===== config.mk =====
export PLATFORM = sky130hd
export DESIGN_NAME = esmr_regs
export DESIGN_NICKNAME = d
export VERILOG_FILES = /design/src/shared/esmr_pkg.sv /design/src/verilog/esmr_strap_capture.sv /design/src/verilog/esmr_regs.sv
export VERILOG_INCLUDE_DIRS = /design/src /design/src/shared
export SDC_FILE = /design/constraint.sdc
export NUM_CORES = 1
export LEC_CHECK = 0
export BUFFER_PORTS_ARGS = -buffer_cell sky130_fd_sc_hd__buf_2
export CORE_ASPECT_RATIO = 2
export CORE_MARGIN = 8
export CORE_UTILIZATION = 40
export DETAILED_ROUTE_END_ITERATION = 8
export SLEW_MARGIN = 20
export SYNTH_ARGS = -nofsm -noshare
export SYNTH_HDL_FRONTEND = slang
export SYNTH_HIERARCHICAL = 1
export SYNTH_SLANG_ARGS = --single-unit

===== constraint.sdc =====
create_clock -name clk_sys_in -period 1.65 [get_ports clk_sys_in]
set_input_delay 0.33 -clock clk_sys_in [delete_from_list [all_inputs] [get_ports clk_sys_in]]
set_output_delay 0.33 -clock clk_sys_in [all_outputs]
set_load 0.02 [all_outputs]

===== src/shared/esmr_params.svh =====
// constants for the equalizer / strap / audio clock register group
// assumes an 8-bit register address space reached over the control bus
`ifndef ESMR_PARAMS_SVH
`define ESMR_PARAMS_SVH

// ==========================================================
// register offsets
`define ESMR_OFS_EQ_CTRL      8'h35
`define ESMR_OFS_STRAP        8'h37
`define ESMR_OFS_ACLK_DIV     8'h3a
`define ESMR_OFS_DUAL_RX      8'h34

// ==========================================================
// field positions
`define ESMR_EQ_RESTART_BIT   6
`define ESMR_EQ_FLOOR_OV_BIT  5
`define ESMR_EQ_FLOOR_ST_BIT  4
`define ESMR_BC_LATCHED_BIT   7
`define ESMR_BC_CODE_MSB      6
`define ESMR_BC_CODE_LSB      4
`define ESMR_OUT_LATCHED_BIT  3
`define ESMR_OUT_CODE_MSB     2
`define ESMR_OUT_CODE_LSB     0
`define ESMR_MDIV_OV_BIT      7
`define ESMR_MDIV_MSB         6
`define ESMR_MDIV_LSB         4
`define ESMR_MSEL_OV_BIT      2
`define ESMR_MSEL_MSB         1
`define ESMR_MSEL_LSB         0
`define ESMR_SECOND_PORT_SELECT_BIT    1

// ==========================================================
// reset values and masks of writable bits
`define ESMR_RST_EQ_CTRL      8'h00
`define ESMR_RST_STRAP        8'h00
`define ESMR_RST_ACLK_DIV     8'h00
`define ESMR_WMASK_EQ_CTRL    8'h70
`define ESMR_WMASK_ACLK_DIV   8'hf7

// ==========================================================
// strap sampling delay after reset release
`define ESMR_STRAP_SETTLE_NS  64
`define ESMR_CLK_PERIOD_NS    8
`endif


===== src/shared/esmr_pkg.sv =====
// types shared by the register group and its strap decoder
// assumes esmr_params.svh sits beside it
package esmr_pkg;
    // ==========================================================
    // per-port equalizer controls
    typedef struct packed {
        logic restart;
        logic floor_override;
        logic floor_start;
    } esmr_eq_ctrl_t;

    // ==========================================================
    // decoded divider ratios (log2 of divisor)
    typedef struct packed {
        logic [2:0] vco_out_log2;
        logic [1:0] vco_in_log2;
        logic       vco_out_div_override;
        logic       vco_in_div_override;
    } esmr_div_t;

    // ==========================================================
    // strap capture sequence
    typedef enum logic [1:0] {
        ESMR_ST_WAIT   = 2'b00,
        ESMR_ST_SAMPLE = 2'b01,
        ESMR_ST_DONE   = 2'b10
    } esmr_strap_state_t;
endpackage


===== src/verilog/esmr_strap_capture.sv =====
// captures the two multi-level strap decodes once after reset
// assumes strap codes from the analog level decoder are steady and sync
`include "esmr_params.svh"
module esmr_strap_capture #(
    parameter int SETTLE_CYCLES = (`ESMR_STRAP_SETTLE_NS
                                   + `ESMR_CLK_PERIOD_NS - 1)
                                  / `ESMR_CLK_PERIOD_NS
) (
    // clock and reset
    input  wire logic       clk_sys_in,
    input  wire logic       reset_in,
    // raw decodes from the strap pins
    input  wire logic [2:0] bc_strap_level_in,
    input  wire logic [2:0] out_strap_level_in,
    // latched results
    output logic            bc_latched_out,
    output logic [2:0]      bc_code_out,
    output logic            out_latched_out,
    output logic [2:0]      out_code_out
);
    esmr_pkg::esmr_strap_state_t state_r;
    logic [7:0]                  cnt_r;

    // ==========================================================
    // settle, sample once, then hold
    always_ff @(posedge clk_sys_in or posedge reset_in) begin
        if (reset_in) begin
            state_r <= esmr_pkg::ESMR_ST_WAIT;
            cnt_r   <= 8'h00;
        end else begin
            case (state_r)
                esmr_pkg::ESMR_ST_WAIT: begin
                    cnt_r <= cnt_r + 8'h01;
                    if (cnt_r >= 8'(SETTLE_CYCLES - 1)) begin
                        state_r <= esmr_pkg::ESMR_ST_SAMPLE;
                    end
                end
                esmr_pkg::ESMR_ST_SAMPLE: state_r <= esmr_pkg::ESMR_ST_DONE;
                esmr_pkg::ESMR_ST_DONE:   state_r <= esmr_pkg::ESMR_ST_DONE;
                default:                  state_r <= esmr_pkg::ESMR_ST_WAIT;
            endcase
        end
    end

    // ==========================================================
    // codes and flags stay zero until the sample cycle
    always_ff @(posedge clk_sys_in or posedge reset_in) begin
        if (reset_in) begin
            bc_code_out     <= 3'h0;
            out_code_out    <= 3'h0;
            bc_latched_out  <= 1'b0;
            out_latched_out <= 1'b0;
        end else if (state_r == esmr_pkg::ESMR_ST_SAMPLE) begin
            bc_code_out     <= bc_strap_level_in;
            out_code_out    <= out_strap_level_in;
            bc_latched_out  <= 1'b1;
            out_latched_out <= 1'b1;
        end
    end
endmodule // esmr_strap_capture


===== src/verilog/esmr_regs.sv =====
// equalizer test, strap status and audio clock divider registers
// assumes a byte-wide register port from the control bus target logic,
// with one-cycle write and read strobes synchronous to clk_sys_in
`include "esmr_params.svh"

module esmr_regs (
    // clock and reset
    input  wire logic       clk_sys_in,
    input  wire logic       reset_in,
    // register port
    input  wire logic [7:0] reg_addr_in,
    input  wire logic [7:0] reg_wdata_in,
    input  wire logic       reg_wr_in,
    input  wire logic       reg_rd_in,
    output logic [7:0]      reg_rdata_out,
    output logic            reg_rvalid_out,
    // port select from the dual receive control register
    input  wire logic       second_port_select_in,
    // strap pin decodes
    input  wire logic [2:0] bc_strap_level_in,
    input  wire logic [2:0] out_strap_level_in,
    // ratios proposed by the pll state machine
    input  wire logic [1:0] pll_state_machine_in_log2_in,
    input  wire logic [2:0] pll_state_machine_out_log2_in,
    // equalizer controls, one set per receive port
    output esmr_pkg::esmr_eq_ctrl_t eq_port0_out,
    output esmr_pkg::esmr_eq_ctrl_t eq_port1_out,
    // strap results
    output logic [2:0]      bc_strap_code_out,
    output logic [2:0]      out_strap_code_out,
    // divider controls toward the audio clock pll
    output esmr_pkg::esmr_div_t div_out
);
    // ==========================================================
    // storage
    logic [7:0] eq_ctrl_p0_r;
    logic [7:0] eq_ctrl_p1_r;
    logic       restart_r;
    logic [7:0] aclk_div_r;
    logic       bc_latched;
    logic [2:0] bc_code;
    logic       out_latched;
    logic [2:0] out_code;
    logic [7:0] rdata_nxt;

    // vco output divide code to log2 of divisor
    function automatic logic [2:0] esmr_mdiv_log2(input logic [2:0] code);
        case (code)
            3'h0:    esmr_mdiv_log2 = 3'h5;
            3'h1:    esmr_mdiv_log2 = 3'h4;
            3'h2:    esmr_mdiv_log2 = 3'h3;
            3'h3:    esmr_mdiv_log2 = 3'h2;
            3'h4,
            3'h5:    esmr_mdiv_log2 = 3'h1;
            default: esmr_mdiv_log2 = 3'h0;
        endcase
    endfunction

    // register hit test
    function automatic logic esmr_hit(input logic [7:0] a,
                                      input logic [7:0] ofs);
        esmr_hit = (a == ofs);
    endfunction

    // ==========================================================
    // per-port equalizer test bits, steered by port select
    always_ff @(posedge clk_sys_in or posedge reset_in) begin
        if (reset_in) begin
            eq_ctrl_p0_r <= `ESMR_RST_EQ_CTRL;
            eq_ctrl_p1_r <= `ESMR_RST_EQ_CTRL;
        end else if (reg_wr_in &&
                     esmr_hit(reg_addr_in, `ESMR_OFS_EQ_CTRL)) begin
            if (second_port_select_in) begin
                eq_ctrl_p1_r <= reg_wdata_in & `ESMR_WMASK_EQ_CTRL;
            end else begin
                eq_ctrl_p0_r <= reg_wdata_in & `ESMR_WMASK_EQ_CTRL;
            end
        end
    end

    // ==========================================================
    // restart is a shared bit: one store drives both ports
    always_ff @(posedge clk_sys_in or posedge reset_in) begin
        if (reset_in) begin
            restart_r <= 1'b0;
        end else if (reg_wr_in &&
                     esmr_hit(reg_addr_in, `ESMR_OFS_EQ_CTRL)) begin
            restart_r <= reg_wdata_in[`ESMR_EQ_RESTART_BIT];
        end
    end

    // ==========================================================
    // audio clock divider select, shared between ports
    always_ff @(posedge clk_sys_in or posedge reset_in) begin
        if (reset_in) begin
            aclk_div_r <= `ESMR_RST_ACLK_DIV;
        end else if (reg_wr_in &&
                     esmr_hit(reg_addr_in, `ESMR_OFS_ACLK_DIV)) begin
            aclk_div_r <= reg_wdata_in & `ESMR_WMASK_ACLK_DIV;
        end
    end

    // ==========================================================
    // strap capture
    esmr_strap_capture u_strap (
        .clk_sys_in         (clk_sys_in),
        .reset_in           (reset_in),
        .bc_strap_level_in  (bc_strap_level_in),
        .out_strap_level_in (out_strap_level_in),
        .bc_latched_out     (bc_latched),
        .bc_code_out        (bc_code),
        .out_latched_out    (out_latched),
        .out_code_out       (out_code)
    );

    // ==========================================================
    // equalizer control outputs
    always_ff @(posedge clk_sys_in or posedge reset_in) begin
        if (reset_in) begin
            eq_port0_out <= '0;
            eq_port1_out <= '0;
        end else begin
            eq_port0_out.restart <= restart_r;
            eq_port1_out.restart <= restart_r;
            eq_port0_out.floor_override <=
                eq_ctrl_p0_r[`ESMR_EQ_FLOOR_OV_BIT];
            eq_port1_out.floor_override <=
                eq_ctrl_p1_r[`ESMR_EQ_FLOOR_OV_BIT];
            // floor start is gated by its override
            eq_port0_out.floor_start <=
                eq_ctrl_p0_r[`ESMR_EQ_FLOOR_OV_BIT] &
                eq_ctrl_p0_r[`ESMR_EQ_FLOOR_ST_BIT];
            eq_port1_out.floor_start <=
                eq_ctrl_p1_r[`ESMR_EQ_FLOOR_OV_BIT] &
                eq_ctrl_p1_r[`ESMR_EQ_FLOOR_ST_BIT];
        end
    end

    // ==========================================================
    // divider outputs: register value under override, else state machine
    always_ff @(posedge clk_sys_in or posedge reset_in) begin
        if (reset_in) begin
            div_out <= '0;
        end else begin
            div_out.vco_out_div_override <= aclk_div_r[`ESMR_MDIV_OV_BIT];
            div_out.vco_in_div_override  <= aclk_div_r[`ESMR_MSEL_OV_BIT];
            if (aclk_div_r[`ESMR_MDIV_OV_BIT]) begin
                div_out.vco_out_log2 <= esmr_mdiv_log2(
                    aclk_div_r[`ESMR_MDIV_MSB:`ESMR_MDIV_LSB]);
            end else begin
                div_out.vco_out_log2 <= pll_state_machine_out_log2_in;
            end
            if (aclk_div_r[`ESMR_MSEL_OV_BIT]) begin
                // code equals log2 of 1,2,4,8
                div_out.vco_in_log2 <=
                    aclk_div_r[`ESMR_MSEL_MSB:`ESMR_MSEL_LSB];
            end else begin
                div_out.vco_in_log2 <= pll_state_machine_in_log2_in;
            end
        end
    end

    // ==========================================================
    // strap code outputs
    always_ff @(posedge clk_sys_in or posedge reset_in) begin
        if (reset_in) begin
            bc_strap_code_out  <= 3'h0;
            out_strap_code_out <= 3'h0;
        end else begin
            bc_strap_code_out  <= bc_code;
            out_strap_code_out <= out_code;
        end
    end

    // ==========================================================
    // read mux; unmapped offsets read zero
    always_comb begin
        rdata_nxt = 8'h00;
        if (esmr_hit(reg_addr_in, `ESMR_OFS_EQ_CTRL)) begin
            rdata_nxt = second_port_select_in ? eq_ctrl_p1_r
                                              : eq_ctrl_p0_r;
            rdata_nxt[`ESMR_EQ_RESTART_BIT] = restart_r;
        end else if (esmr_hit(reg_addr_in, `ESMR_OFS_STRAP)) begin
            rdata_nxt = {bc_latched, bc_code,
                         out_latched, out_code};
        end else if (esmr_hit(reg_addr_in, `ESMR_OFS_ACLK_DIV)) begin
            rdata_nxt = aclk_div_r;
        end
    end

    // registered read answer, one cycle after the strobe
    always_ff @(posedge clk_sys_in or posedge reset_in) begin
        if (reset_in) begin
            reg_rdata_out  <= 8'h00;
            reg_rvalid_out <= 1'b0;
        end else begin
            reg_rvalid_out <= reg_rd_in;
            if (reg_rd_in) begin
                reg_rdata_out <= rdata_nxt;
            end
        end
    end
endmodule // esmr_regs


# Word level (Yosys, flattened, before mapping)
# Index checks and enable logic that the tools add are counted.
# totals
in_bits	32
wordCells	55
output_inout_bits	28
register_bits	56
# op_classes
add_sub_neg	1
eq_ne	11
order_cmp	1
muxes	9
bitwise_logic	3
n_reduce_logical	8
# op_table
cell	count
$eq 8x6->1 const B	3
$mux 8	3
$pmux 3 s5	1
$add 8x1->8 const B	1
$ge 8x3->1 const B	1
$eq 3x2->1 const B	2
$eq 3x3->1 const B	2
$mux 6	1
$mux 2	2
$pmux 2 s2	1
$reduce_and 2->1	2
$reduce_or 2->1	2
$eq 3x1->1 const B	1
$logic_not 3->1	1
$mux 3	1
$and 1x1->1	2
$eq 2x1->1 const B	1
$eq 2x2->1 const B	1
$logic_and 1x1->1	2
$logic_not 2->1	1
$ne 2x1->1 const B	1
$not 1->1	1

# Depth between registers and ports, before layout
# logic_depth
ltp_word	4
ltp_mapped	5
mapped_depth_nobuf	5

# Hierarchy
# The synthesis kept the hierarchy.
# by_module_without_submodules
module	area_per_inst_um2	instances	seq_area_each_um2	cells_each
esmr_regs	1587.8	1	975.9	111
esmr_strap_capture	768.2	1	425.4	54

# Least setup slack after synthesis
# OpenSTA, ideal clock, no wires.
# synth_path
path_kind	flip-flop to flip-flop
start	register u_strap.state_r[0]
end	register u_strap.state_r[0]
t_arrival_ps	1287
path_slack_ps	238
n_path_buf	0
required_ps	1525
setup_ps	125
synth_period_minus_slack_ps	1412
stages_incl_launch_ff	6
cell_sequence	dfrtp_1 > inv_1 > ha_1 > nor4b_4 > nand2_2 > mux2_4
# synth_via
elab_chain_cells	3
word_cells_on_any_way	6
cone_classes	eq/ne: 3; mux: 1; reduce/logical: 2
# synth_rtl
item	line	text
from (decl)	esmr_strap_capture.sv:21	esmr_pkg::esmr_strap_state_t state_r;
from (signal assigned)	esmr_strap_capture.sv:28	state_r <= esmr_pkg::ESMR_ST_WAIT;
from (signal assigned)	esmr_strap_capture.sv:35	state_r <= esmr_pkg::ESMR_ST_SAMPLE;
from (signal assigned)	esmr_strap_capture.sv:38	esmr_pkg::ESMR_ST_SAMPLE: state_r <= esmr_pkg::ESMR_ST_DONE;
$eq 2x2->1 / $eq 2x1->1 (equally long branches)	esmr_strap_capture.sv:31	case (state_r)
$reduce_or 2->1 (no line)	n/a	
$pmux 2 s2	esmr_strap_capture.sv:31	
# Parallel ways exist; a longest one is shown, timed or not.
# A chain may end at the register's enable or synchronous reset.

# Final worst setup path
# layout_path
start	register u_strap.cnt_r[0]
end	register u_strap.state_r[1]
# layout_via
elab_chain_cells	2
# layout_rtl
item	line	text
from (decl)	esmr_strap_capture.sv:22	logic [7:0] cnt_r;
from (signal assigned)	esmr_strap_capture.sv:33	cnt_r <= cnt_r + 8'h01;
$ge 8x3->1	esmr_strap_capture.sv:34	if (cnt_r >= 8'(SETTLE_CYCLES - 1)) begin
$ne 2x1->1 (no line)	n/a	
to (signal assigned)	esmr_strap_capture.sv:35	
to (signal assigned)	esmr_strap_capture.sv:38	
to (signal assigned)	esmr_strap_capture.sv:39	esmr_pkg::ESMR_ST_DONE: state_r <= esmr_pkg::ESMR_ST_DONE;
# No other way between the ends.

==> impl_results.md <==
- Status: finished clean
- Post-cts gate resize count: 0
- Initial DRC Count: 36
- PortBufs: 58
- Max Cap Viol: 0
- R2R cell count: 4
- Met3 Wirelength: 292 µm
- Worst hold margin: 0.1330 ns
- Slew Viols, Final: 0
- Top cells by area, synth: dfrtp_1 (59%), mux2_2 (8.6%), mux2_4 (5.7%)
- Largest net degree at the start of global routing: 40
- Htree depth: 2
- P&R area growth vs syn: 23.00%
- Average size of a mapped cell: 14.28 µm²
- Reg-to-Reg End: u_strap/state_r[1]
- Syn nets: 201
- Clock Skew: 0.005975 ns
- YS warnings: 6
- Worst-Margin Slew: 0.6622 ns
- Worst vdd ir: 851.7 µV
- DR vias: 1474
- Clock buffer depth: 2
- Vias/cell: 5.031
- Worst r2r src: u_strap/cnt_r[0]
- Share of post-route cells with drive strength above 1: 46.55%
- Critical path's slowest cell: dfrtp_1
- Antenna fix cells: 0
- Top FF cell, synth: dfrtp_1
- Multi-input gate area in the final layout: 872.1 µm²
- Post-synth top area cell: dfrtp_1
- Height of the die: 124.5 µm
- Clock Tree Root: clkbuf_16
- Fin area: 2898 µm²
- Met2 WL: 2587 µm
- RSZ-0062 raised after global routing: false
- Top-area cell type share of the netlist area: 59.48%
- Family with the most delay on the worst path: flip-flops
- Placed Cells: 285
- DP Wirelength: 3755 µm
- DRC errors left: 0
- Worst path buffer plus inverter count: 0
- TNS Setup: 0 ns
- CP max FO: 4
- # hold bufs at CTS: 0
- Setup bufs post-CTS: 0
- FILL cells: 517
- Die footprint: 8750 µm²
- Starting Density: 41.27%
- Grt ovf: 0
- Final WS setup: 0.1924 ns
- Hold Crit Class: in -> async
- Number of CTS-inserted buffers: 5
- Period minus WS final: 1.458 ns
- Clk Latency, worst-skew pair: 0.29 ns
- Dpl ws: 0.07281 ns
- I/O pins: 60
- CTS Sinks: 56
- Gate Count Post-Synth: 165
- Synth top cells by count: dfrtp_1 (56), mux2_2 (18), inv_1 (12)
- Antenna viol nets, final: 0
- Post-synth EDFFs: 0
- FF/Latch Area: 1401 µm²
- CTS tree: built
- Row count: 39
- Max Fclk: 686.1 MHz
- WS Path Type: reg -> reg
- R2r setup slk: 0.19 ns
- GR Util All Layers: 11.37%
- WP data required: 1.83 ns
- Total Wirelength: 4801 µm
- Most frequent cell after synthesis: dfrtp_1
- Max incr delay on CP: 0.42 ns
- Core Area: 5709 µm²
- Critical path startpoint category: register
- Sequential share of the synthesized area: 59.48%
- Pwr Total: 2.817 mW
- Final setup fails: 0
- Worst path arrival time: 1.63 ns
- Vias in the first global route: 1646
- # nets final: 267
- Drt pass-1 iters: 4
- Gpl congestion: 0.8201
- DR WL/cell: 16.39 µm
- Die W: 70.27 µm
- CP endpoint kind: register
- #FFs+latches synth: 56
- Initial antenna violation count: 0
- Final period util: 88.34%
- CTS clk-pin slew, worst paths: 0.07 ns
- Worst slew margin: 55.80%
- Met1 wire length: 1835 µm
- First-pass GRT wire length: 8045 µm
- Fin util: 50.76%
- Hold Vio Cnt, Final: 0
- Top layer in use: met4
- Post-Syn Area: 2356 µm²
- PD cells: 972.3 nW/µm²
- Async set-or-reset flop fraction in the synthesized netlist: 100.0%
- Post-Layout Cell Count: 293
- Placed cell areas: 2730 µm²
- Worst-path cell chain: ha_1 > a211oi_4 > nand2_2 > mux2_4
- Leakage: 1.446 nW
- Synth unique cells: 37
[metal layers]
layer	vias to the layer above	GRT usage (%)
met5	-	0
met4	0	5.357
met3	7	3.748
met2	40	19.99
met1	715	11.55
li1	712	-
[worst max-delay path by stage]
stage,start,endpoint,slack [ns],depth (start not counted)
2_1_floorplan,u_strap/state_r[0],u_strap/state_r[0],0.24,5
3_3_place_gp,reg_addr_in[6],eq_ctrl_p0_r[4],0.10,5
3_5_place_dp,reg_addr_in[6],eq_ctrl_p0_r[4],0.07,5
4_1_cts,u_strap/state_r[1],u_strap/state_r[0],0.17,5
5_1_grt,u_strap/state_r[0],u_strap/state_r[1],0.13,5
6_report,u_strap/cnt_r[0],u_strap/state_r[1],0.19,4
[registers in the layout (all words and copies together) (netlist names)]
register and cells:
eq_port0_out 2, eq_ctrl_p0_r 2, reg_rvalid_out 1, out_strap_code_out 3, u_strap/state_r 2, eq_port1_out 3, reg_rdata_out 8, div_out 7
restart_r 1, bc_strap_code_out 3, u_strap/out_latched_out 1, aclk_div_r 7, u_strap/cnt_r 8, u_strap/out_code_out 3, eq_ctrl_p1_r 2, u_strap/bc_code_out 3
[kinds of logic (layout without fill, tap and decap cells)]
| kind of cell | count (synthesis) | count (layout) | share of synthesized area (%) |
|---|---|---|---|
| flops | 56 | 56 | 59.48 |
| simple gates | 33 | 33 | 10.78 |
| mux | 30 | 30 | 15.61 |
| fa+ha+maj | 4 | 4 | 2.124 |
| xor+xnor | 7 | 7 | 2.602 |
| buf+inv | 17 | 84 | 3.505 |
| compound gates | 18 | 18 | 5.895 |
[worst reg2reg max path: stages (launching register included)]
cell and delay, ns:
dfrtp_1 0.42, ha_1 0.29, a211oi_4 0.23, nand2_2 0.10, mux2_4 0.30
[layout make-up]
cell class	instances	share of cell area (%)
Inverter	12	1.554
Tap cell	61	2.634
Sequential cell	56	48.36
Clock inverter	2	1.339
Multi-Input combinational cell	92	30.09
Timing Repair Buffer	64	11.57
Clock buffer	6	4.447
[cells in the final DEF (no fill, tap or decap), types with 2 or more instances in the layout]
cell type	instances
mux2_4	9
inv_1	12
dfrtp_1	56
a211oi_1	2
buf_4	6
or2b_1	3
nand3_1	2
o21ai_0	2
o22ai_1	5
xor2_1	2
nand2_1	4
nand4_1	5
mux2i_1	3
buf_2	58
xnor2_1	5
ha_1	4
clkbuf_16	5
nand3b_1	2
nor2_1	3
mux2_2	18
and2_1	2
a22oi_1	6
[where the power goes]
group | leakage (nW) | switching (mW) | internal [mW]
sequential | 0.722 | 0.0244 | 1.41
combinational | 0.643 | 0.105 | 0.0848
clock | 0.0815 | 0.469 | 0.723
total | 1.45 | 0.599 | 2.22
Power figures use the tool's default switching activity.
